<file path="config.mk">
export PLATFORM = sky130hd
export DESIGN_NAME = btc_tod_clock
export DESIGN_NICKNAME = d
export VERILOG_FILES = /design/src/btc_pkg.sv /design/src/btc_pin_sync.sv /design/src/btc_tod_clock.sv
export SDC_FILE = /design/constraint.sdc
export NUM_CORES = 1
export LEC_CHECK = 0
export BUFFER_PORTS_ARGS = -buffer_cell sky130_fd_sc_hd__buf_2
export CAP_MARGIN = 20
export CORE_ASPECT_RATIO = 0.5
export CORE_MARGIN = 2
export CORE_UTILIZATION = 37
export DETAILED_ROUTE_END_ITERATION = 8
export MAX_ROUTING_LAYER = met4
export SETUP_SLACK_MARGIN = 0.02
export SLEW_MARGIN = 0
export SYNTH_ARGS = -nofsm -noshare
export SYNTH_HDL_FRONTEND = slang
export SYNTH_SLANG_ARGS = --single-unit
</file>
<file path="constraint.sdc">
create_clock -name i_sys_clk -period 2.8 [get_ports i_sys_clk]
set_input_delay 0.28 -clock i_sys_clk [delete_from_list [all_inputs] [get_ports i_sys_clk]]
set_output_delay 0.28 -clock i_sys_clk [all_outputs]
set_load 0.01 [all_outputs]
</file>
<file path="src/btc_pkg.sv">
/*
  Constants shared by the time-of-day clock with alarm: register byte offsets,
  field positions, reset values and tick-divider counts.
  Assumes a 32-bit classic Wishbone slave, byte addresses, one register per word.
*/
// Functional notes
// twelve-hour time with AM/PM, tenth-second resolution
// four time registers: tenths, seconds, minutes, hours
// AM/PM flag is bit 7 of hours
// every time register reads back in BCD
// tick input 60 or 50 Hz, rate programmable
// programmable alarm raises interrupt on match
// alarm shares time addresses, control bit selects
// alarm write-only; reads always return time
// hours write halts counting at once
// counting resumes after next tenths write
// hours read freezes all four outputs
// tenths read releases frozen outputs
// count keeps running while outputs frozen
// host writes hours first, tenths last
// host follows any hours read with tenths read
// BCD carries; hours 11 to 12 toggles AM/PM
// alarm needs all four equal, flags once
// unused high bits of registers read zero
package btc_pkg;

  ////////////////////////////////////////////////////////////////////////////
  // register byte offsets
  localparam logic [7:0] ADR_TENTHS = 8'h00;
  localparam logic [7:0] ADR_SEC    = 8'h04;
  localparam logic [7:0] ADR_MIN    = 8'h08;
  localparam logic [7:0] ADR_HOURS  = 8'h0c;
  localparam logic [7:0] ADR_CTRL   = 8'h10;
  localparam logic [7:0] ADR_INT    = 8'h14;
  localparam logic [7:0] ADR_MASK   = 8'h18;
  localparam logic [7:0] ADR_STATUS = 8'h1c;

  ////////////////////////////////////////////////////////////////////////////
  // field positions
  localparam int CTRL_ALARM_SEL = 0;  // 1: time addresses write the alarm
  localparam int CTRL_RATE50    = 1;  // 1: tick pin runs at 50 Hz
  localparam int INT_ALARM      = 0;
  localparam int STAT_RUNNING   = 0;
  localparam int STAT_FROZEN    = 1;
  localparam int HOURS_PM       = 7;

  ////////////////////////////////////////////////////////////////////////////
  // reset values
  localparam logic [7:0] RST_TENTHS = 8'h00;
  localparam logic [7:0] RST_SEC    = 8'h00;
  localparam logic [7:0] RST_MIN    = 8'h00;
  localparam logic [7:0] RST_HOURS  = 8'h12;  // 12 AM
  localparam logic [7:0] RST_ALARM  = 8'h00;  // hour 00 never matches
  localparam logic [1:0] RST_CTRL   = 2'h0;
  localparam logic       RST_MASK   = 1'b0;

  ////////////////////////////////////////////////////////////////////////////
  // tick pin edges per tenth of a second
  localparam logic [2:0] TICKS_60HZ = 3'h6;
  localparam logic [2:0] TICKS_50HZ = 3'h5;

endpackage

</file>
<file path="src/btc_pin_sync.sv">
/*
  Three-stage synchroniser for the tick pin, with a filtered level and a
  one-cycle rising-edge pulse.
  Assumes the pin is asynchronous to i_sys_clk and slower than it.
*/
`timescale 1ns/1ns
module btc_pin_sync
  import btc_pkg::*;
(
  input  wire logic i_sys_clk,
  input  wire logic i_reset,
  input  wire logic i_pin,
  output logic      o_rise
);

  typedef struct packed {
    logic s1;
    logic s2;
    logic s3;
    logic level;
    logic rise;
  } btc_sync_t;

  btc_sync_t st;
  btc_sync_t next_st;

  ////////////////////////////////////////////////////////////////////////////
  // s1 only feeds s2; a change counts once s2 and s3 agree
  always_comb begin
    next_st       = st;
    next_st.s1    = i_pin;
    next_st.s2    = st.s1;
    next_st.s3    = st.s2;
    next_st.rise  = 1'b0;
    if (st.s2 == st.s3) begin
      next_st.level = st.s3;
      next_st.rise  = st.s3 & ~st.level;
    end
  end

  // registered state
  always_ff @(posedge i_sys_clk) begin
    if (i_reset) begin
      st <= '0;
    end else begin
      st <= next_st;
    end
  end

  assign o_rise = st.rise;

endmodule

</file>
<file path="src/btc_tod_clock.sv">
/*
  Time-of-day clock with alarm: BCD tenths, seconds, minutes, 12-hour hours
  with AM/PM, driven by a 50/60 Hz tick pin, with read latch, stop on hours
  write, alarm interrupt and a classic Wishbone register slave.
  Assumes a single 100 MHz clock and a synchronous active-high reset.
*/
// Local design decisions: the Wishbone interface to the registers and the placing of the registers.
`timescale 1ns/1ns
module btc_tod_clock
  import btc_pkg::*;
(
  input  wire logic        i_sys_clk,
  input  wire logic        i_reset,
  input  wire logic        i_wb_cyc,
  input  wire logic        i_wb_stb,
  input  wire logic        i_wb_we,
  input  wire logic [7:0]  i_wb_adr,
  input  wire logic [31:0] i_wb_dat,
  input  wire logic [3:0]  i_wb_sel,
  output logic [31:0]      o_wb_dat,
  output logic             o_wb_ack,
  input  wire logic        i_tick_pin,
  output logic             o_irq
);

  typedef struct packed {
    logic [7:0]  tenths;      // live count
    logic [7:0]  sec;
    logic [7:0]  min;
    logic [7:0]  hours;
    logic [7:0]  lat_tenths;  // frozen copies for multi-register reads
    logic [7:0]  lat_sec;
    logic [7:0]  lat_min;
    logic [7:0]  lat_hours;
    logic        frozen;
    logic        running;
    logic [7:0]  al_tenths;
    logic [7:0]  al_sec;
    logic [7:0]  al_min;
    logic [7:0]  al_hours;
    logic [1:0]  ctrl;
    logic        int_stat;
    logic        mask;
    logic [2:0]  tick_cnt;
    logic        ack;
    logic [31:0] rdata;
  } btc_state_t;

  btc_state_t st;
  btc_state_t next_st;
  logic       tick_rise;

  ////////////////////////////////////////////////////////////////////////////
  // tick pin crosses into the bus clock
  btc_pin_sync u_sync (
    .i_sys_clk (i_sys_clk),
    .i_reset   (i_reset),
    .i_pin     (i_tick_pin),
    .o_rise    (tick_rise)
  );

  ////////////////////////////////////////////////////////////////////////////
  // BCD helpers
  // seconds and minutes: 00..59, top bit always zero
  function automatic logic [7:0] btc_inc60(input logic [7:0] v);
    logic [7:0] r;
    r = v;
    if (v[3:0] == 4'h9) begin
      if (v[6:4] == 3'h5) begin
        r = 8'h00;
      end else begin
        r = {1'b0, v[6:4] + 3'h1, 4'h0};
      end
    end else begin
      r = {1'b0, v[6:4], v[3:0] + 4'h1};
    end
    return r;
  endfunction

  // hours: 12, 01 .. 11, with AM/PM toggling as 11 becomes 12
  function automatic logic [7:0] btc_inc_hours(input logic [7:0] v);
    logic [7:0] r;
    r = v;
    if (v[4:0] == 5'h12) begin
      r = {v[HOURS_PM], 7'h01};
    end else if (v[4:0] == 5'h11) begin
      r = {~v[HOURS_PM], 7'h12};
    end else if (v[4:0] == 5'h09) begin
      r = {v[HOURS_PM], 7'h10};
    end else begin
      r = {v[HOURS_PM], 2'h0, v[4], v[3:0] + 4'h1};
    end
    return r;
  endfunction

  ////////////////////////////////////////////////////////////////////////////
  // bus decode: one access taken per request, answered the next cycle
  logic       req;
  logic       wr;
  logic       rd;
  logic [7:0] wbyte;
  logic [7:0] next_tenths;
  logic [7:0] next_sec;
  logic [7:0] next_min;
  logic [7:0] next_hours;
  logic       tenth_step;
  logic [2:0] tick_limit;
  logic       alarm_hit;

  assign req   = i_wb_cyc & i_wb_stb & ~st.ack;
  assign wr    = req & i_wb_we & i_wb_sel[0];
  assign rd    = req & ~i_wb_we;
  assign wbyte = i_wb_dat[7:0];

  // divider picks 5 or 6 pin edges per tenth
  assign tick_limit = st.ctrl[CTRL_RATE50] ? TICKS_50HZ : TICKS_60HZ;
  assign tenth_step = st.running & tick_rise & (st.tick_cnt == tick_limit - 3'h1);

  // alarm compares the new time, so it fires once on the matching step
  assign alarm_hit = tenth_step &
                     ({next_tenths, next_sec, next_min, next_hours} ==
                      {st.al_tenths, st.al_sec, st.al_min, st.al_hours});

  ////////////////////////////////////////////////////////////////////////////
  // carry chain, evaluated every cycle, applied on a tenth step
  always_comb begin
    next_tenths = st.tenths;
    next_sec    = st.sec;
    next_min    = st.min;
    next_hours  = st.hours;
    if (st.tenths[3:0] == 4'h9) begin
      next_tenths = 8'h00;
      next_sec    = btc_inc60(st.sec);
      if (st.sec == 8'h59) begin
        next_min = btc_inc60(st.min);
        if (st.min == 8'h59) begin
          next_hours = btc_inc_hours(st.hours);
        end
      end
    end else begin
      next_tenths = {4'h0, st.tenths[3:0] + 4'h1};
    end
  end

  ////////////////////////////////////////////////////////////////////////////
  // next-state logic
  always_comb begin
    next_st       = st;
    next_st.ack   = req;
    next_st.rdata = st.rdata;

    // tick divider: restarts while halted so a restart begins a full tenth
    if (!st.running) begin
      next_st.tick_cnt = 3'h0;
    end else if (tick_rise) begin
      next_st.tick_cnt = tenth_step ? 3'h0 : st.tick_cnt + 3'h1;
    end

    // live count advances even while outputs are frozen
    if (tenth_step) begin
      next_st.tenths = next_tenths;
      next_st.sec    = next_sec;
      next_st.min    = next_min;
      next_st.hours  = next_hours;
      // a match sets the flag; the clearing read below keeps it set
      if (alarm_hit) begin
        next_st.int_stat = 1'b1;
      end
    end

    // register reads: time addresses always show time, never the alarm
    if (rd) begin
      case (i_wb_adr)
        ADR_TENTHS: begin
          next_st.rdata  = {24'h0, st.frozen ? st.lat_tenths : st.tenths};
          next_st.frozen = 1'b0;
        end
        ADR_SEC: begin
          next_st.rdata = {24'h0, st.frozen ? st.lat_sec : st.sec};
        end
        ADR_MIN: begin
          next_st.rdata = {24'h0, st.frozen ? st.lat_min : st.min};
        end
        ADR_HOURS: begin
          next_st.rdata = {24'h0, st.frozen ? st.lat_hours : st.hours};
          if (!st.frozen) begin
            next_st.frozen     = 1'b1;
            next_st.lat_tenths = st.tenths;
            next_st.lat_sec    = st.sec;
            next_st.lat_min    = st.min;
            next_st.lat_hours  = st.hours;
          end
        end
        ADR_CTRL: begin
          next_st.rdata = {30'h0, st.ctrl};
        end
        ADR_INT: begin
          next_st.rdata = {31'h0, st.int_stat};
          // read clears, but an alarm in this very cycle wins
          next_st.int_stat = alarm_hit;
        end
        ADR_MASK: begin
          next_st.rdata = {31'h0, st.mask};
        end
        ADR_STATUS: begin
          next_st.rdata = {30'h0, st.frozen, st.running};
        end
        default: begin
          next_st.rdata = 32'h0;
        end
      endcase
    end

    // register writes: alarm-select bit steers time addresses
    if (wr) begin
      case (i_wb_adr)
        ADR_TENTHS: begin
          if (st.ctrl[CTRL_ALARM_SEL]) begin
            next_st.al_tenths = {4'h0, wbyte[3:0]};
          end else begin
            next_st.tenths  = {4'h0, wbyte[3:0]};
            next_st.running = 1'b1;
          end
        end
        ADR_SEC: begin
          if (st.ctrl[CTRL_ALARM_SEL]) begin
            next_st.al_sec = {1'b0, wbyte[6:0]};
          end else begin
            next_st.sec = {1'b0, wbyte[6:0]};
          end
        end
        ADR_MIN: begin
          if (st.ctrl[CTRL_ALARM_SEL]) begin
            next_st.al_min = {1'b0, wbyte[6:0]};
          end else begin
            next_st.min = {1'b0, wbyte[6:0]};
          end
        end
        ADR_HOURS: begin
          if (st.ctrl[CTRL_ALARM_SEL]) begin
            next_st.al_hours = {wbyte[HOURS_PM], 2'h0, wbyte[4:0]};
          end else begin
            next_st.hours   = {wbyte[HOURS_PM], 2'h0, wbyte[4:0]};
            next_st.running = 1'b0;
          end
        end
        ADR_CTRL: begin
          next_st.ctrl = wbyte[1:0];
        end
        ADR_MASK: begin
          next_st.mask = wbyte[INT_ALARM];
        end
        default: begin
          next_st.rdata = st.rdata;  // unmapped or read-only: acked, ignored
        end
      endcase
    end
  end

  ////////////////////////////////////////////////////////////////////////////
  // state register
  always_ff @(posedge i_sys_clk) begin
    if (i_reset) begin
      st            <= '0;
      st.tenths     <= RST_TENTHS;
      st.sec        <= RST_SEC;
      st.min        <= RST_MIN;
      st.hours      <= RST_HOURS;
      st.al_tenths  <= RST_ALARM;
      st.al_sec     <= RST_ALARM;
      st.al_min     <= RST_ALARM;
      st.al_hours   <= RST_ALARM;
      st.ctrl       <= RST_CTRL;
      st.mask       <= RST_MASK;
      st.running    <= 1'b1;
    end else begin
      st <= next_st;
    end
  end

  // outputs
  assign o_wb_ack = st.ack;
  assign o_wb_dat = st.rdata;
  assign o_irq    = st.int_stat & st.mask;

  function automatic logic hit(input logic [7:0] a);
    return i_wb_cyc & i_wb_stb & ~o_wb_ack & (i_wb_adr == a);
  endfunction
endmodule

</file>
---- After elaboration in Yosys (flattened, before gate mapping) ----
Cells that the tools add are included.
word-level totals
  word-level logic and storage cells ...... 129
  latch bits .............................. 0
  memory bits (read-only) ................. 0
  output and inout bits ................... 34
  bits in writable memories ............... 0
  register bits ........................... 135
  input bits .............................. 50
  memories kept ........................... 0
cells by class
  shift operators ......................... 0
  mux-type cells .......................... 42
  order comparisons ....................... 0
  add/subtract/negate cells ............... 8
  reductions and logical operators ........ 14
  eq/ne operators ......................... 23
  multipliers ............................. 0
  divide/modulo/power cells ............... 0
  bitwise logic cells ..................... 17
operator list
  operator               number
  $mux W8                22
  $mux W32               5
  $pmux W8 S8            1
  $eq A32 B28 Y1         1
  $eq A8 B5 Y1 const B   4
  $add A4 B1 Y4 const B  4
  $eq A8 B4 Y1 const B   2
  $eq A8 B7 Y1 const B   2
  $reduce_and A3 Y1      5
  $mux W7                2
  $eq A4 B4 Y1 const B   3
  $and A1 B1 Y1          10
  $eq A5 B5 Y1 const B   2
  $add A3 B1 Y3 const B  3
  $eq A8 B3 Y1 const B   1
  $logic_not A8 Y1       1
  $not A1 Y1             7
  $eq A3 B3 Y1 const B   2
  $mux W1                6
  $ne A2 B2 Y1 const B   3
  $reduce_and A2 Y1      3
  $reduce_or A6 Y1       1
  $eq A5 B4 Y1 const B   1
  $mux W5                1
  other kinds (10)       12

---- Longest topological paths before layout ----
Gate-level depths: netlist (run 1).
  depth after elaboration ................. 13
  mapped depth ............................ 12
  mapped depth without buffers ............ 9

---- By module ----
From an unflattened synthesis (run 1), not the netlist that was laid out.
unflattened totals
  cells, all modules ...................... 791
  area total of the unflattened synthesis .. 6379.9 sq um
modules (own cells, without submodules)
  module         seq. area each (sq um)  instances  cells an instance  area an instance (sq um)
  btc_tod_clock  2122.0                  1          779                6231.0
  btc_pin_sync   100.1                   1          12                 148.9

---- Least setup slack after synthesis (run 1) ----
No wires, ideal clock.
  path kind ............................... reg2reg
  from .................................... register st[106] (netlist name)
  to ...................................... register st[37] (netlist name)
  buffers on the path ..................... 1
  clock period less this slack ............ 2.733 ns
  arrival time ............................ 2.646 ns
  stages on the path, launching flop included .. 10
  slack ................................... 0.067 ns
  required time ........................... 2.713 ns
  cells stage by stage .................... dfxtp_1 clkbuf_1 inv_1 ha_1 nor4bb_1 nor3_1 xnor2_1 a2111o_1 or4_1 o31ai_1
between the ends
  word-level cells in the longest chain between the ends .. 13
  elaborated cells between the ends (all ways) .. 16
  those cells by class .................... add/sub: 1; eq/ne: 4; mux: 10; bitwise: 1
RTL lines
  element                                               line                                      RTL
  from (decl)                                           btc_tod_clock.sv:49                       btc_state_t st;
  from (signal assigned)                                btc_tod_clock.sv:277                      st <= next_st;
  $add A4 B1 Y4 / $eq A5 B4 Y1 (equally long branches)  btc_tod_clock.sv:91, btc_tod_clock.sv:88
  $mux W5                                               btc_tod_clock.sv:88                       end else if (v[4:0] == 5'h09) begin
  $mux W8                                               btc_tod_clock.sv:86                       end else if (v[4:0] == 5'h11) begin
  $mux W8                                               btc_tod_clock.sv:84                       if (v[4:0] == 5'h12) begin
  $mux W8                                               btc_tod_clock.sv:136                      if (st.min == 8'h59) begin
  $mux W8                                               btc_tod_clock.sv:134                      if (st.sec == 8'h59) begin
  $mux W8 *                                             btc_tod_clock.sv:131                      if (st.tenths[3:0] == 4'h9) begin
  $eq A32 B28 Y1 *                                      btc_tod_clock.sv:121                      ({next_tenths, next_sec, next_min, next_hours} ==
  $and A1 B1 Y1 *                                       btc_tod_clock.sv:120                      assign alarm_hit = tenth_step &
  $mux W1                                               btc_tod_clock.sv:166                      if (alarm_hit) begin
  $mux W1                                               btc_tod_clock.sv:160                      if (tenth_step) begin
  $mux W1                                               btc_tod_clock.sv:173                      case (i_wb_adr)
  $mux W1 *                                             btc_tod_clock.sv:172                      if (rd) begin
Every way passes the cells marked *; elsewhere a longest branch is shown, timed or not.
A chain may end at the register's enable or synchronous reset.

---- Worst setup path in the final report (run 1) ----
Ends and elaborated chain as after synthesis.

==> run_summary.xml, run 1 <==
<?xml version="1.0" encoding="UTF-8"?>
<metrics>
  <group name="status">
    <metric name="run_status" unit="">complete, no violations</metric>
  </group>
  <group name="floorplanning">
    <metric name="floorplan.initialDensity" unit="">0.3795</metric>
    <metric name="floorplan.die_area" unit="um2">17930</metric>
    <metric name="fp-row-count" unit="">33</metric>
    <metric name="die-width" unit="um">187.4</metric>
    <metric name="die-height" unit="um">95.69</metric>
    <metric name="design.portCount" unit="">84</metric>
    <metric name="coreArea" unit="um2">16390</metric>
  </group>
  <group name="detailed_routing">
    <metric name="initialDrtViolationCount" unit="">501</metric>
    <metric name="via_density_per_instance" unit="">5.322</metric>
    <metric name="vias" unit="">5412</metric>
    <metric name="detail_route.first_pass.iterations" unit="">5</metric>
    <metric name="drc" unit="">0</metric>
    <metric name="final_antenna_net_count" unit="">0</metric>
    <metric name="postRouteWirelength" unit="mm">17.13</metric>
    <metric name="routedWlPerCell" unit="um">16.85</metric>
  </group>
  <group name="finish">
    <metric name="final_cell_count_no_fill" unit="">1017</metric>
    <metric name="drive_gt1_frac" unit="">0.1291</metric>
    <metric name="nFillCells" unit="">1698</metric>
    <metric name="multi_input_comb_area" unit="um2">3580</metric>
    <metric name="seq_area" unit="um2">2225</metric>
    <metric name="most-common-layout-cells" unit="">sky130_fd_sc_hd__dfxtp_1, sky130_fd_sc_hd__nand2_1, sky130_fd_sc_hd__nor2_1</metric>
    <metric name="final_layout_net_count" unit="">841</metric>
    <metric name="mostFrequentLayoutCell" unit="">sky130_fd_sc_hd__dfxtp_1</metric>
    <metric name="num_antenna_cells" unit="">0</metric>
    <metric name="areaGrowthSynthToFinish" unit="%">9.735</metric>
  </group>
  <group name="setup_path">
    <metric name="worstSetupStartpointType" unit="">register</metric>
    <metric name="critical_path.max_stage_delay" unit="ps">490</metric>
    <metric name="crit-reg2reg-launch" unit="">st[106]</metric>
    <metric name="reg2reg_slack" unit="ps">190</metric>
    <metric name="path_buf_inv" unit="">0</metric>
    <metric name="crit_slowest_cell" unit="">sky130_fd_sc_hd__or4_1</metric>
    <metric name="setup.worst_path.class" unit="">register to register</metric>
    <metric name="path_delay_family" unit="">simple AND/OR/NAND/NOR gates</metric>
    <metric name="timing.critical_path.from" unit="">st[106]</metric>
    <metric name="worstPathRequired" unit="ps">3070</metric>
    <metric name="critical_path_arrival" unit="ps">2870</metric>
    <metric name="worst_path_cell_chain" unit="">ha_1, nor2b_1, a21oi_1, nor3_1, xnor2_1, a2111o_1, or4_1, o31ai_1</metric>
    <metric name="regToRegEndpoint" unit="">st[37]</metric>
    <metric name="end_kind" unit="">register</metric>
    <metric name="reg2regPathDepth" unit="">8</metric>
    <metric name="crit_path_max_fanout" unit="">6</metric>
  </group>
  <group name="sta">
    <metric name="unrepaired_setup_endpoints_after_global_routing" unit="">no</metric>
    <metric name="post_route_clock_period_utilization" unit="">0.9305</metric>
    <metric name="shortest_clock_period_the_worst_path_allows_after_layout" unit="ps">2605</metric>
    <metric name="finClkSkew" unit="ps">10.90</metric>
    <metric name="max_freq" unit="GHz">0.3838</metric>
    <metric name="setup_tns" unit="ps">0</metric>
    <metric name="timing.max_slew.rel_slack" unit="">0.4567</metric>
    <metric name="timing.final.setup_violations" unit="">0</metric>
    <metric name="hold_ws" unit="ps">138.6</metric>
    <metric name="finalHoldViolations" unit="">0</metric>
    <metric name="final-max-slew-violation-count" unit="">0</metric>
    <metric name="max_slew.worst_pin.slew" unit="ps">814.9</metric>
  </group>
  <group name="clock_tree">
    <metric name="cts_setup_buffers" unit="">0</metric>
    <metric name="cts_inserted_buffers" unit="">9</metric>
    <metric name="clock_insertion_delay_worst_skew" unit="ps">360</metric>
    <metric name="ctsLongestPathBuffers" unit="">2</metric>
    <metric name="clkSinkCount" unit="">111</metric>
    <metric name="total_of_cells_resized_after_clock_tree_synthesis" unit="">0</metric>
    <metric name="cts.htree.levels" unit="">3</metric>
    <metric name="clock-root-buffer" unit="">sky130_fd_sc_hd__clkbuf_16</metric>
    <metric name="cts_tree" unit="">done</metric>
    <metric name="clock_transition_at_path_regs" unit="ps">80</metric>
    <metric name="cts_hold_repair.buffers" unit="">0</metric>
  </group>
  <group name="pwr">
    <metric name="power.share.sequential" unit="">0.535</metric>
    <metric name="internal_power" unit="W">0.002237</metric>
    <metric name="p_leak" unit="nW">2.417</metric>
    <metric name="irDropWorstVdd" unit="mV">0.2710</metric>
    <metric name="combinationalPowerShare" unit="">0.043</metric>
    <metric name="switching_power_as_a_share_of_total_power" unit="">0.2472</metric>
    <metric name="clock_share_of_power" unit="">0.422</metric>
    <metric name="powerDensity" unit="nW/um2">435.2</metric>
    <metric name="net-switching-power" unit="W">0.0007344</metric>
  </group>
  <group name="global_route">
    <metric name="grt-ovfl-total" unit="">0</metric>
    <metric name="grt_pass1_wl" unit="mm">27.11</metric>
    <metric name="grt_usage" unit="">0.2026</metric>
    <metric name="grt_antenna_before_repair" unit="">0</metric>
    <metric name="grt_start_max_net_pins" unit="">59</metric>
    <metric name="vias_in_the_first_global_route" unit="">4827</metric>
  </group>
  <group name="worst_hold_path">
    <metric name="worst_hold_path_type" unit="">primary input to register</metric>
    <metric name="worst_hold_path_endpoint" unit="">u_sync.next_st[3]</metric>
    <metric name="worstHoldPathCells" unit="">2</metric>
    <metric name="hold_path.startpoint" unit="">i_tick_pin</metric>
  </group>
  <group name="logic_synthesis">
    <metric name="syn-cell-area" unit="um2">6221</metric>
    <metric name="synth_warnings" unit="">0</metric>
    <metric name="synth-seq-cells" unit="">111</metric>
    <metric name="synthesis.area_per_instance" unit="um2">8.069</metric>
    <metric name="synthCells" unit="">771</metric>
    <metric name="ys_types" unit="">69</metric>
    <metric name="ys_top_cells_by_area" unit="">sky130_fd_sc_hd__dfxtp_1, sky130_fd_sc_hd__mux2i_1, sky130_fd_sc_hd__nand2_1, sky130_fd_sc_hd__nor2_1, sky130_fd_sc_hd__a21oi_1</metric>
    <metric name="synth.yosys.seq_area_share" unit="">0.3572</metric>
    <metric name="ys_dominant_reg_cell" unit="">sky130_fd_sc_hd__dfxtp_1</metric>
    <metric name="async_reset_ff_frac" unit="">0</metric>
    <metric name="synth.top_cell.area_share" unit="">0.3572</metric>
    <metric name="synth_top_area_cell" unit="">sky130_fd_sc_hd__dfxtp_1</metric>
    <metric name="synth-edff-count" unit="">0</metric>
  </group>
  <group name="placed_design">
    <metric name="portBuffers" unit="">32</metric>
    <metric name="dp_hpwl" unit="mm">12.35</metric>
    <metric name="routabilityCongestion" unit="">0.8902</metric>
    <metric name="place.detailed.instances" unit="">1001</metric>
  </group>
  <group name="flow_run">
    <metric name="max_cap_viol_count" unit="">0</metric>
  </group>
</metrics>
==> flip-flops by register name, summed over array words and instances (netlist names) <==
signal          count
u_sync.next_st      2
u_sync.o_rise       1
o_wb_ack            1
u_sync.st           2
st                 97
o_wb_dat            8
==> Yosys cell counts (4+ instances only) <==
cell type,n
sky130_fd_sc_hd__a211oi_1,17
sky130_fd_sc_hd__a21oi_1,55
sky130_fd_sc_hd__a221oi_1,4
sky130_fd_sc_hd__a311oi_1,4
sky130_fd_sc_hd__a31oi_1,8
sky130_fd_sc_hd__and2_1,7
sky130_fd_sc_hd__buf_2,7
sky130_fd_sc_hd__buf_4,34
sky130_fd_sc_hd__clkbuf_1,43
sky130_fd_sc_hd__dfxtp_1,111
sky130_fd_sc_hd__ha_1,6
sky130_fd_sc_hd__inv_1,7
sky130_fd_sc_hd__mux2i_1,60
sky130_fd_sc_hd__nand2_1,107
sky130_fd_sc_hd__nand2b_1,5
sky130_fd_sc_hd__nand3_1,14
sky130_fd_sc_hd__nand4_1,7
sky130_fd_sc_hd__nor2_1,77
sky130_fd_sc_hd__nor2b_1,10
sky130_fd_sc_hd__nor3_1,35
sky130_fd_sc_hd__nor3b_1,9
sky130_fd_sc_hd__o21ai_0,23
sky130_fd_sc_hd__o22ai_1,16
sky130_fd_sc_hd__or3_1,5
sky130_fd_sc_hd__xnor2_1,20
sky130_fd_sc_hd__xor2_1,13
==> area by class of cell <==
class                           count  share of cell area
Sequential cell                   111              0.3259
Timing Repair Buffer               68             0.06342
Tap cell                          227             0.04161
Clock inverter                      6            0.007331
Multi-Input combinational cell    588              0.5244
Clock buffer                       10             0.03354
Inverter                            7            0.003849
==> worst max-delay path by stage <==
stage              to  slack, ps  cells after the start
2_1_floorplan  st[37]         70                      9
3_3_place_gp   st[37]        170                      9
5_1_grt        st[37]         40                      9
3_5_place_dp   st[37]        170                      7
6_report       st[37]        190                      8
4_1_cts        st[37]        150                      7
==> metal layers <==
metal  global-route usage  up-vias  routed length [um]
met2               0.3005      164                6996
met1               0.2837     2558                8770
met3              0.04448       13                1181
met4              0.04134        0                 186
li1                     -     2677                   -
met5                    -        -                   0
==> worst reg2reg max path: cells and delay by family, from the launching register on <==
kind,cells,cell delay [ps]
flops,1,440
fa+ha+maj,1,240
xor+xnor,1,140
simple gates,3,980
compound gates,3,720
==> per-stage QoR <==
| stage | utilization | total power, W | setup WS [ps] | area, um2 |
|---|---|---|---|---|
| final | 0.4165 | 0.002971 | 194.7 | 6827 |
| after global routing | 0.4165 | 0.003071 | 35.29 | 6827 |
| after CTS | 0.4164 | 0.002994 | 149.2 | 6825 |
| after detailed placement | 0.3994 | 0.001752 | 170.5 | 6546 |
| after global placement | 0.3994 | 0.001752 | 172.4 | 6546 |
| after floorplan | - | 0.001730 | 67.43 | 6307 |
==> power groups by stage <==
stage | registers [W] | clock network, W | logic (W)
finish | 0.00159 | 0.00125 | 0.000128
global route | 0.00159 | 0.00134 | 0.000139
CTS | 0.00159 | 0.00128 | 0.000126
detailed placement | 0.00163 | 0 | 0.000126
global placement | 0.00163 | 0 | 0.000125
floorplan | 0.00163 | 0 | 0.000105
==> cell families after synthesis <==
group	after synthesis	share of synthesized area
buffers and inverters	95	0.08166
multiplexers	61	0.09835
AO/OA/AOI/OAI	146	0.1446
AND/OR/NAND/NOR	318	0.2591
other	1	0.0006028
adder cells (fa/ha/maj)	6	0.01207
XOR/XNOR	33	0.04646
flip-flops	111	0.3572
No activity file was read; power rests on OpenSTA's default activity.
==> run 2: changes to the inputs <==
--- a/config.mk
+++ b/config.mk
@@ -11,9 +11,11 @@
 export CORE_MARGIN = 2
 export CORE_UTILIZATION = 37
 export DETAILED_ROUTE_END_ITERATION = 8
+export GPL_TIMING_DRIVEN = 1
 export MAX_ROUTING_LAYER = met4
 export SETUP_SLACK_MARGIN = 0.02
 export SLEW_MARGIN = 0
 export SYNTH_ARGS = -nofsm -noshare
 export SYNTH_HDL_FRONTEND = slang
+export SYNTH_HIERARCHICAL = 1
 export SYNTH_SLANG_ARGS = --single-unit
==> run 2 against run 1 <==
Effect of this change:
- clock power grew 4%
- first-iteration DRC count grew 10%
- setup slack gained 160 ps
- combinational power shrank 19%
- cell count grew 2.9%
- clock-buffer cell count grew 1
- synthesized cell count grew 2.6%
- total power grew 0.57%
- non-clock buffer count grew 4
- wire length grew 3.6%
- maximum frequency grew 6.4%
- via count grew 4.7%
- highest routed layer unchanged
==> run_summary.xml, run 2 <==
<?xml version="1.0" encoding="UTF-8"?>
<metrics>
  <group name="pwr">
    <metric name="p_leak" unit="nW">2.566</metric>
    <metric name="irDropWorstVdd" unit="mV">0.3446</metric>
    <metric name="powerDensity" unit="nW/um2">424.9</metric>
  </group>
  <group name="logic_synthesis">
    <metric name="synth-edff-count" unit="">0</metric>
    <metric name="syn-cell-area" unit="um2">6380</metric>
    <metric name="ys_types" unit="">70</metric>
    <metric name="synthesis.area_per_instance" unit="um2">8.066</metric>
    <metric name="synth.yosys.seq_area_share" unit="">0.3483</metric>
    <metric name="synth-seq-cells" unit="">111</metric>
    <metric name="top_count_cell_post_synth" unit="">sky130_fd_sc_hd__nand2_1</metric>
    <metric name="synth_warnings" unit="">6</metric>
    <metric name="ys_top_cells_by_area" unit="">sky130_fd_sc_hd__dfxtp_1, sky130_fd_sc_hd__mux2i_1, sky130_fd_sc_hd__nand2_1, sky130_fd_sc_hd__a21oi_1, sky130_fd_sc_hd__buf_4</metric>
    <metric name="ys_dominant_reg_cell" unit="">sky130_fd_sc_hd__dfxtp_1</metric>
    <metric name="async_reset_ff_frac" unit="">0</metric>
    <metric name="synth_top_area_cell" unit="">sky130_fd_sc_hd__dfxtp_1</metric>
    <metric name="synthCells" unit="">791</metric>
    <metric name="synth_common_cells" unit="">sky130_fd_sc_hd__nand2_1, sky130_fd_sc_hd__dfxtp_1, sky130_fd_sc_hd__a21oi_1, sky130_fd_sc_hd__nor2_1, sky130_fd_sc_hd__mux2i_1</metric>
    <metric name="synth.top_cell.area_share" unit="">0.3483</metric>
  </group>
  <group name="global_route">
    <metric name="grt_start_max_net_pins" unit="">46</metric>
    <metric name="grt_antenna_before_repair" unit="">0</metric>
    <metric name="vias_in_the_first_global_route" unit="">5238</metric>
    <metric name="grt_usage" unit="">0.2005</metric>
    <metric name="grt-ovfl-total" unit="">0</metric>
    <metric name="grt_pass1_wl" unit="mm">28.32</metric>
  </group>
  <group name="placed_design">
    <metric name="dp_hpwl" unit="mm">12.91</metric>
    <metric name="routabilityCongestion" unit="">0.9621</metric>
    <metric name="portBuffers" unit="">32</metric>
    <metric name="detailedPlace.worstSlack" unit="ps">379.9</metric>
  </group>
  <group name="sta">
    <metric name="final-max-slew-violation-count" unit="">0</metric>
    <metric name="timing.max_slew.rel_slack" unit="">0.5297</metric>
    <metric name="fin_worst_setup_slack" unit="ps">352.5</metric>
    <metric name="timing.final.setup_violations" unit="">0</metric>
    <metric name="max_slew.worst_pin.slew" unit="ps">703.9</metric>
    <metric name="unrepaired_setup_endpoints_after_global_routing" unit="">no</metric>
    <metric name="max_freq" unit="GHz">0.4086</metric>
    <metric name="post_route_clock_period_utilization" unit="">0.8741</metric>
    <metric name="shortest_clock_period_the_worst_path_allows_after_layout" unit="ps">2448</metric>
    <metric name="setup_tns" unit="ps">0</metric>
    <metric name="hold_ws" unit="ps">132.7</metric>
    <metric name="finClkSkew" unit="ps">8.905</metric>
    <metric name="finalHoldViolations" unit="">0</metric>
  </group>
  <group name="floorplanning">
    <metric name="coreArea" unit="um2">16640</metric>
    <metric name="die-height" unit="um">96.85</metric>
    <metric name="floorplan.die_area" unit="um2">18370</metric>
    <metric name="floorplan.initialDensity" unit="">0.3834</metric>
    <metric name="fp-row-count" unit="">33</metric>
    <metric name="design.portCount" unit="">84</metric>
    <metric name="die-width" unit="um">189.7</metric>
  </group>
  <group name="clock_tree">
    <metric name="cts.htree.levels" unit="">3</metric>
    <metric name="clock_transition_at_path_regs" unit="ps">80</metric>
    <metric name="clock_insertion_delay_worst_skew" unit="ps">350</metric>
    <metric name="ctsLongestPathBuffers" unit="">2</metric>
    <metric name="cts_inserted_buffers" unit="">9</metric>
    <metric name="total_of_cells_resized_after_clock_tree_synthesis" unit="">0</metric>
    <metric name="clkSinkCount" unit="">111</metric>
    <metric name="clock-root-buffer" unit="">sky130_fd_sc_hd__clkbuf_16</metric>
    <metric name="cts_tree" unit="">done</metric>
    <metric name="cts_hold_repair.buffers" unit="">0</metric>
    <metric name="cts_setup_buffers" unit="">0</metric>
  </group>
  <group name="setup_path">
    <metric name="worst_path_cell_chain" unit="">inv_1, ha_1, nand4b_1, nor4_4, mux2i_1, xor2_1, nand4_1, o31ai_2</metric>
    <metric name="crit_slowest_cell" unit="">sky130_fd_sc_hd__nor4_4</metric>
    <metric name="setup.worst_path.class" unit="">register to register</metric>
    <metric name="worstPathRequired" unit="ps">3060</metric>
    <metric name="end_kind" unit="">register</metric>
    <metric name="path_delay_family" unit="">simple AND/OR/NAND/NOR gates</metric>
    <metric name="path_buf_inv" unit="">1</metric>
    <metric name="worstSetupStartpointType" unit="">register</metric>
    <metric name="critical_path.max_stage_delay" unit="ps">600</metric>
    <metric name="critical_path_arrival" unit="ps">2710</metric>
    <metric name="crit_path_max_fanout" unit="">7</metric>
  </group>
  <group name="finish">
    <metric name="largest-register" unit="">st</metric>
    <metric name="largest_reg_flops" unit="">97</metric>
    <metric name="drive_gt1_frac" unit="">0.1341</metric>
    <metric name="final_layout_net_count" unit="">871</metric>
    <metric name="areaGrowthSynthToFinish" unit="%">10.22</metric>
    <metric name="num_antenna_cells" unit="">0</metric>
    <metric name="mostFrequentLayoutCell" unit="">sky130_fd_sc_hd__nand2_1</metric>
    <metric name="most-common-layout-cells" unit="">sky130_fd_sc_hd__nand2_1, sky130_fd_sc_hd__dfxtp_1, sky130_fd_sc_hd__a21oi_1</metric>
    <metric name="finalCoreUtilization" unit="">0.4226</metric>
  </group>
  <group name="detailed_routing">
    <metric name="postRouteWirelength" unit="mm">17.75</metric>
    <metric name="vias" unit="">5664</metric>
    <metric name="final_antenna_net_count" unit="">0</metric>
    <metric name="detail_route.first_pass.iterations" unit="">5</metric>
    <metric name="routedWlPerCell" unit="um">16.96</metric>
    <metric name="initialDrtViolationCount" unit="">553</metric>
    <metric name="drc" unit="">0</metric>
    <metric name="via_density_per_instance" unit="">5.410</metric>
  </group>
  <group name="status">
    <metric name="run_status" unit="">complete, no violations</metric>
  </group>
  <group name="flow_run">
    <metric name="max_cap_viol_count" unit="">0</metric>
  </group>
  <group name="worst_hold_path">
    <metric name="worst_hold_path_type" unit="">primary input to register</metric>
  </group>
</metrics>
run 2: cell families (layout without fill, tap and decap cells):
family	after synthesis	count (layout)	synth area share
AOI/OAI and AO/OA	172	172	0.1647
xor gates and xnor gates	31	31	0.04256
adders and majority gates	6	6	0.01177
buffers and inverters	91	97	0.08099
DFF	111	111	0.3483
muxes	58	58	0.09198
other	1	24	0.0005878
and+or+nand+nor	321	321	0.2591
run 2: metrics by stage:
step | cell area, um2 | instances | total power [W]
CTS | 7032 | 1047 | 0.003019
finish | 7032 | 1047 | 0.002988
floorplan | 6466 | 814 | 0.001701
global placement | 6731 | 1031 | 0.001720
global route | 7032 | 1047 | 0.003089
detailed placement | 6731 | 1031 | 0.001722
run 2: final cells by class:
type	count	area, um2
inverters	9	33.78
repair buffers	72	462.9
clock buffers	11	252.7
fillers	1689	9608
flip-flops and latches	111	2223
multi-input cells	612	3727
clock inverters	5	47.55
well taps	227	284.0
run 2: worst register-to-register path, delay by kind of cell (launching register included):
| family | cells | cell delay (ps) |
|---|---|---|
| adders and majority gates | 1 | 240 |
| AOI/OAI and AO/OA | 1 | 270 |
| muxes | 1 | 270 |
| buffers and inverters | 1 | 100 |
| xor gates and xnor gates | 1 | 170 |
| and+or+nand+nor | 3 | 1000 |
| DFF | 1 | 320 |
run 2: power breakdown:
| group | internal [W] | leakage [nW] | switching, W |
|---|---|---|---|
| logic | 0.0000240 | 1.53 | 0.0000796 |
| clock network | 0.000672 | 0.146 | 0.000632 |
| registers | 0.00158 | 0.895 | 0.00000130 |
run 2: final timing paths:
| kind | from | endpoint | slack [ps] | depth (start not counted) |
|---|---|---|---|---|
| min | i_tick_pin | u_sync/next_st[3] | 130 | 2 |
| max | st[115] | st[37] | 350 | 8 |
| max reg2reg | st[115] | st[37] | 350 | 8 |
| min reg2reg | u_sync/next_st[3] | u_sync/next_st[2] | 450 | 1 |
run 2: routing by layer:
layer / track usage / part of all wire / vias up
met3: 0.03411 / 0.072 / 11
met4: 0.03518 / 0.0070 / 0
met5: - / 0 / -
met2: 0.2990 / 0.43 / 192
li1: - / - / 2792
met1: 0.2866 / 0.49 / 2669
==> run 3: changes to the inputs <==
==> constraint.sdc (replaced) <==
create_clock -name i_sys_clk -period 2.3 [get_ports i_sys_clk]
set_input_delay 0.23 -clock i_sys_clk [delete_from_list [all_inputs] [get_ports i_sys_clk]]
set_output_delay 0.23 -clock i_sys_clk [all_outputs]
set_load 0.01 [all_outputs]
==> run 3 against run 2 <==
Effect of this change:
- cell count up 3.0%
- setup slack got worse by 230 ps
- critical path depth stayed put
- via count increased by 2.8%
- clock skew up 1.2 ps
- sequential power is 22% higher
- hold slack got worse by 30 ps
- global-route usage rose by 0.30 points
- non-clock buffer count rose by 31
- maximum frequency increased by 12%
- total power rose by 21%
- critical path type unchanged
- largest cell class unchanged
- largest power group unchanged
==> run_summary.xml, run 3 (synthesis results as in run 2) <==
<?xml version="1.0" encoding="UTF-8"?>
<metrics>
  <group name="finish">
    <metric name="multi_input_comb_area" unit="um2">3770</metric>
    <metric name="final_cell_count_no_fill" unit="">1078</metric>
    <metric name="areaGrowthSynthToFinish" unit="%">15.00</metric>
    <metric name="largest-register" unit="">st</metric>
    <metric name="drive_gt1_frac" unit="">0.1798</metric>
    <metric name="num_antenna_cells" unit="">0</metric>
    <metric name="final_layout_net_count" unit="">902</metric>
    <metric name="postLayoutCellArea" unit="um2">7337</metric>
    <metric name="seq_area" unit="um2">2233</metric>
    <metric name="largest_reg_flops" unit="">97</metric>
    <metric name="mostFrequentLayoutCell" unit="">sky130_fd_sc_hd__nand2_1</metric>
    <metric name="most-common-layout-cells" unit="">sky130_fd_sc_hd__nand2_1, sky130_fd_sc_hd__dfxtp_1, sky130_fd_sc_hd__buf_4</metric>
    <metric name="nFillCells" unit="">1671</metric>
  </group>
  <group name="clock_tree">
    <metric name="ctsLongestPathBuffers" unit="">2</metric>
    <metric name="clock_transition_at_path_regs" unit="ps">80</metric>
    <metric name="clock-root-buffer" unit="">sky130_fd_sc_hd__clkbuf_16</metric>
    <metric name="cts_inserted_buffers" unit="">9</metric>
    <metric name="cts_hold_repair.buffers" unit="">0</metric>
    <metric name="clock_insertion_delay_worst_skew" unit="ps">360</metric>
    <metric name="clkSinkCount" unit="">111</metric>
    <metric name="cts_tree" unit="">done</metric>
    <metric name="cts.htree.levels" unit="">3</metric>
  </group>
  <group name="global_route">
    <metric name="grt_start_max_net_pins" unit="">47</metric>
    <metric name="grt_antenna_before_repair" unit="">0</metric>
    <metric name="vias_in_the_first_global_route" unit="">5283</metric>
    <metric name="grt_usage" unit="">0.2035</metric>
    <metric name="grt_pass1_wl" unit="mm">28.55</metric>
    <metric name="grt-ovfl-total" unit="">0</metric>
  </group>
  <group name="sta">
    <metric name="max_slew.worst_pin.slew" unit="ps">591.6</metric>
    <metric name="timing.max_slew.rel_slack" unit="">0.6023</metric>
    <metric name="hold_ws" unit="ps">102.8</metric>
    <metric name="max_freq" unit="GHz">0.4593</metric>
    <metric name="final-max-slew-violation-count" unit="">0</metric>
    <metric name="shortest_clock_period_the_worst_path_allows_after_layout" unit="ps">2177</metric>
    <metric name="finClkSkew" unit="ps">10.08</metric>
    <metric name="unrepaired_setup_endpoints_after_global_routing" unit="">yes</metric>
    <metric name="timing.final.setup_violations" unit="">0</metric>
    <metric name="post_route_clock_period_utilization" unit="">0.9467</metric>
    <metric name="finalHoldViolations" unit="">0</metric>
  </group>
  <group name="setup_path">
    <metric name="crit_path_max_fanout" unit="">5</metric>
    <metric name="worstPathRequired" unit="ps">2580</metric>
    <metric name="end_kind" unit="">register</metric>
    <metric name="worstSetupStartpointType" unit="">register</metric>
    <metric name="setup.worst_path.class" unit="">register to register</metric>
    <metric name="critical_path_arrival" unit="ps">2450</metric>
  </group>
  <group name="floorplanning">
    <metric name="floorplan.die_area" unit="um2">18370</metric>
    <metric name="design.portCount" unit="">84</metric>
    <metric name="die-width" unit="um">189.7</metric>
    <metric name="floorplan.initialDensity" unit="">0.3834</metric>
    <metric name="die-height" unit="um">96.85</metric>
    <metric name="fp-row-count" unit="">33</metric>
    <metric name="coreArea" unit="um2">16640</metric>
  </group>
  <group name="pwr">
    <metric name="powerDensity" unit="nW/um2">493.9</metric>
    <metric name="irDropWorstVdd" unit="mV">0.2593</metric>
    <metric name="report.power.total" unit="W">0.003624</metric>
    <metric name="p_leak" unit="nW">2.734</metric>
  </group>
  <group name="detailed_routing">
    <metric name="top_routing_layer_in_use" unit="">met4</metric>
    <metric name="routedWlPerCell" unit="um">16.83</metric>
    <metric name="detail_route.first_pass.iterations" unit="">4</metric>
    <metric name="final_antenna_net_count" unit="">0</metric>
    <metric name="initialDrtViolationCount" unit="">514</metric>
    <metric name="postRouteWirelength" unit="mm">18.14</metric>
    <metric name="drc" unit="">0</metric>
    <metric name="vias" unit="">5822</metric>
    <metric name="via_density_per_instance" unit="">5.401</metric>
    <metric name="wl_met1" unit="mm">8.923</metric>
    <metric name="routed-wl-met3" unit="mm">1.303</metric>
    <metric name="met2_length" unit="mm">7.760</metric>
  </group>
  <group name="placed_design">
    <metric name="placed_area" unit="um2">6937</metric>
    <metric name="dp_hpwl" unit="mm">13.21</metric>
    <metric name="routabilityCongestion" unit="">0.9190</metric>
    <metric name="place.detailed.instances" unit="">1055</metric>
    <metric name="portBuffers" unit="">32</metric>
  </group>
  <group name="flow_run">
    <metric name="max_cap_viol_count" unit="">0</metric>
  </group>
  <group name="status">
    <metric name="run_status" unit="">complete, no violations</metric>
  </group>
  <group name="worst_hold_path">
    <metric name="worst_hold_path_type" unit="">primary input to register</metric>
  </group>
</metrics>
==> run 3: changes by cell type in the layout (fill, tap and decap cells not counted), sizes merged <==
cell,change
buf,+31
clkbuf,-1
clkinv,+2
inv,-1
==> run 3: worst paths after layout <==
path / from / end / slack [ps] / cells after the start
worst min-delay path: i_tick_pin / u_sync/next_st[3] / 100 / 2
worst min register to register: o_wb_dat[3] / o_wb_dat[3] / 450 / 2
worst max-delay path: st[127] / st[37] / 120 / 8
worst max register to register: st[127] / st[37] / 120 / 8
==> run 3: metrics by stage <==
| stage | TNS [ps] | worst slack [ps] | utilization |
|---|---|---|---|
| global placement | -61.50 | -61.50 | 0.4169 |
| detailed placement | -106.8 | -106.8 | 0.4169 |
| floorplan | 0 | 125.8 | - |
| global route | -33.59 | -33.59 | 0.4409 |
| CTS | 0 | 37.48 | 0.4354 |
| finish | 0 | 122.7 | 0.4409 |
==> run 3: cell type report <==
cell class	count	share of cell area
clock inverter	6	0.007162
inverter	9	0.004604
tap	227	0.03871
sequential	111	0.3044
clock buffer	10	0.03257
multi-input combinational	612	0.5138
timing repair buffer	103	0.09874
==> run 3: layer usage <==
layer,vias up,global-route usage
met5,-,-
met4,0,0.04174
met3,17,0.05370
met2,186,0.2975
met1,2772,0.2817
li1,2847,-
==> run 3: critical path, stage by stage (launching register included) <==
cell and delay (ps):
sky130_fd_sc_hd__dfxtp_1 340, sky130_fd_sc_hd__and4bb_1 350, sky130_fd_sc_hd__nand4_2 200, sky130_fd_sc_hd__nor2_2 160
sky130_fd_sc_hd__xnor2_1 80, sky130_fd_sc_hd__a2111oi_2 410, sky130_fd_sc_hd__buf_4 170, sky130_fd_sc_hd__nand4_1 120
sky130_fd_sc_hd__o31ai_2 250
==> run 3: report_power, final <==
part	total [W]	switching [W]	leakage, nW	internal [W]
Combinational	0.000131	0.0000994	1.69	0.0000314
Sequential	0.00192	0.00000158	0.898	0.00192
Clock	0.00157	0.000786	0.142	0.000784
Total	0.00362	0.000887	2.73	0.00274
==> run 3: timing repair <==
item	in CTS	in global routing
setup endpoints to repair	1	1
gates resized for setup	6	15
pin swaps	1	7
setup buffers	0	7
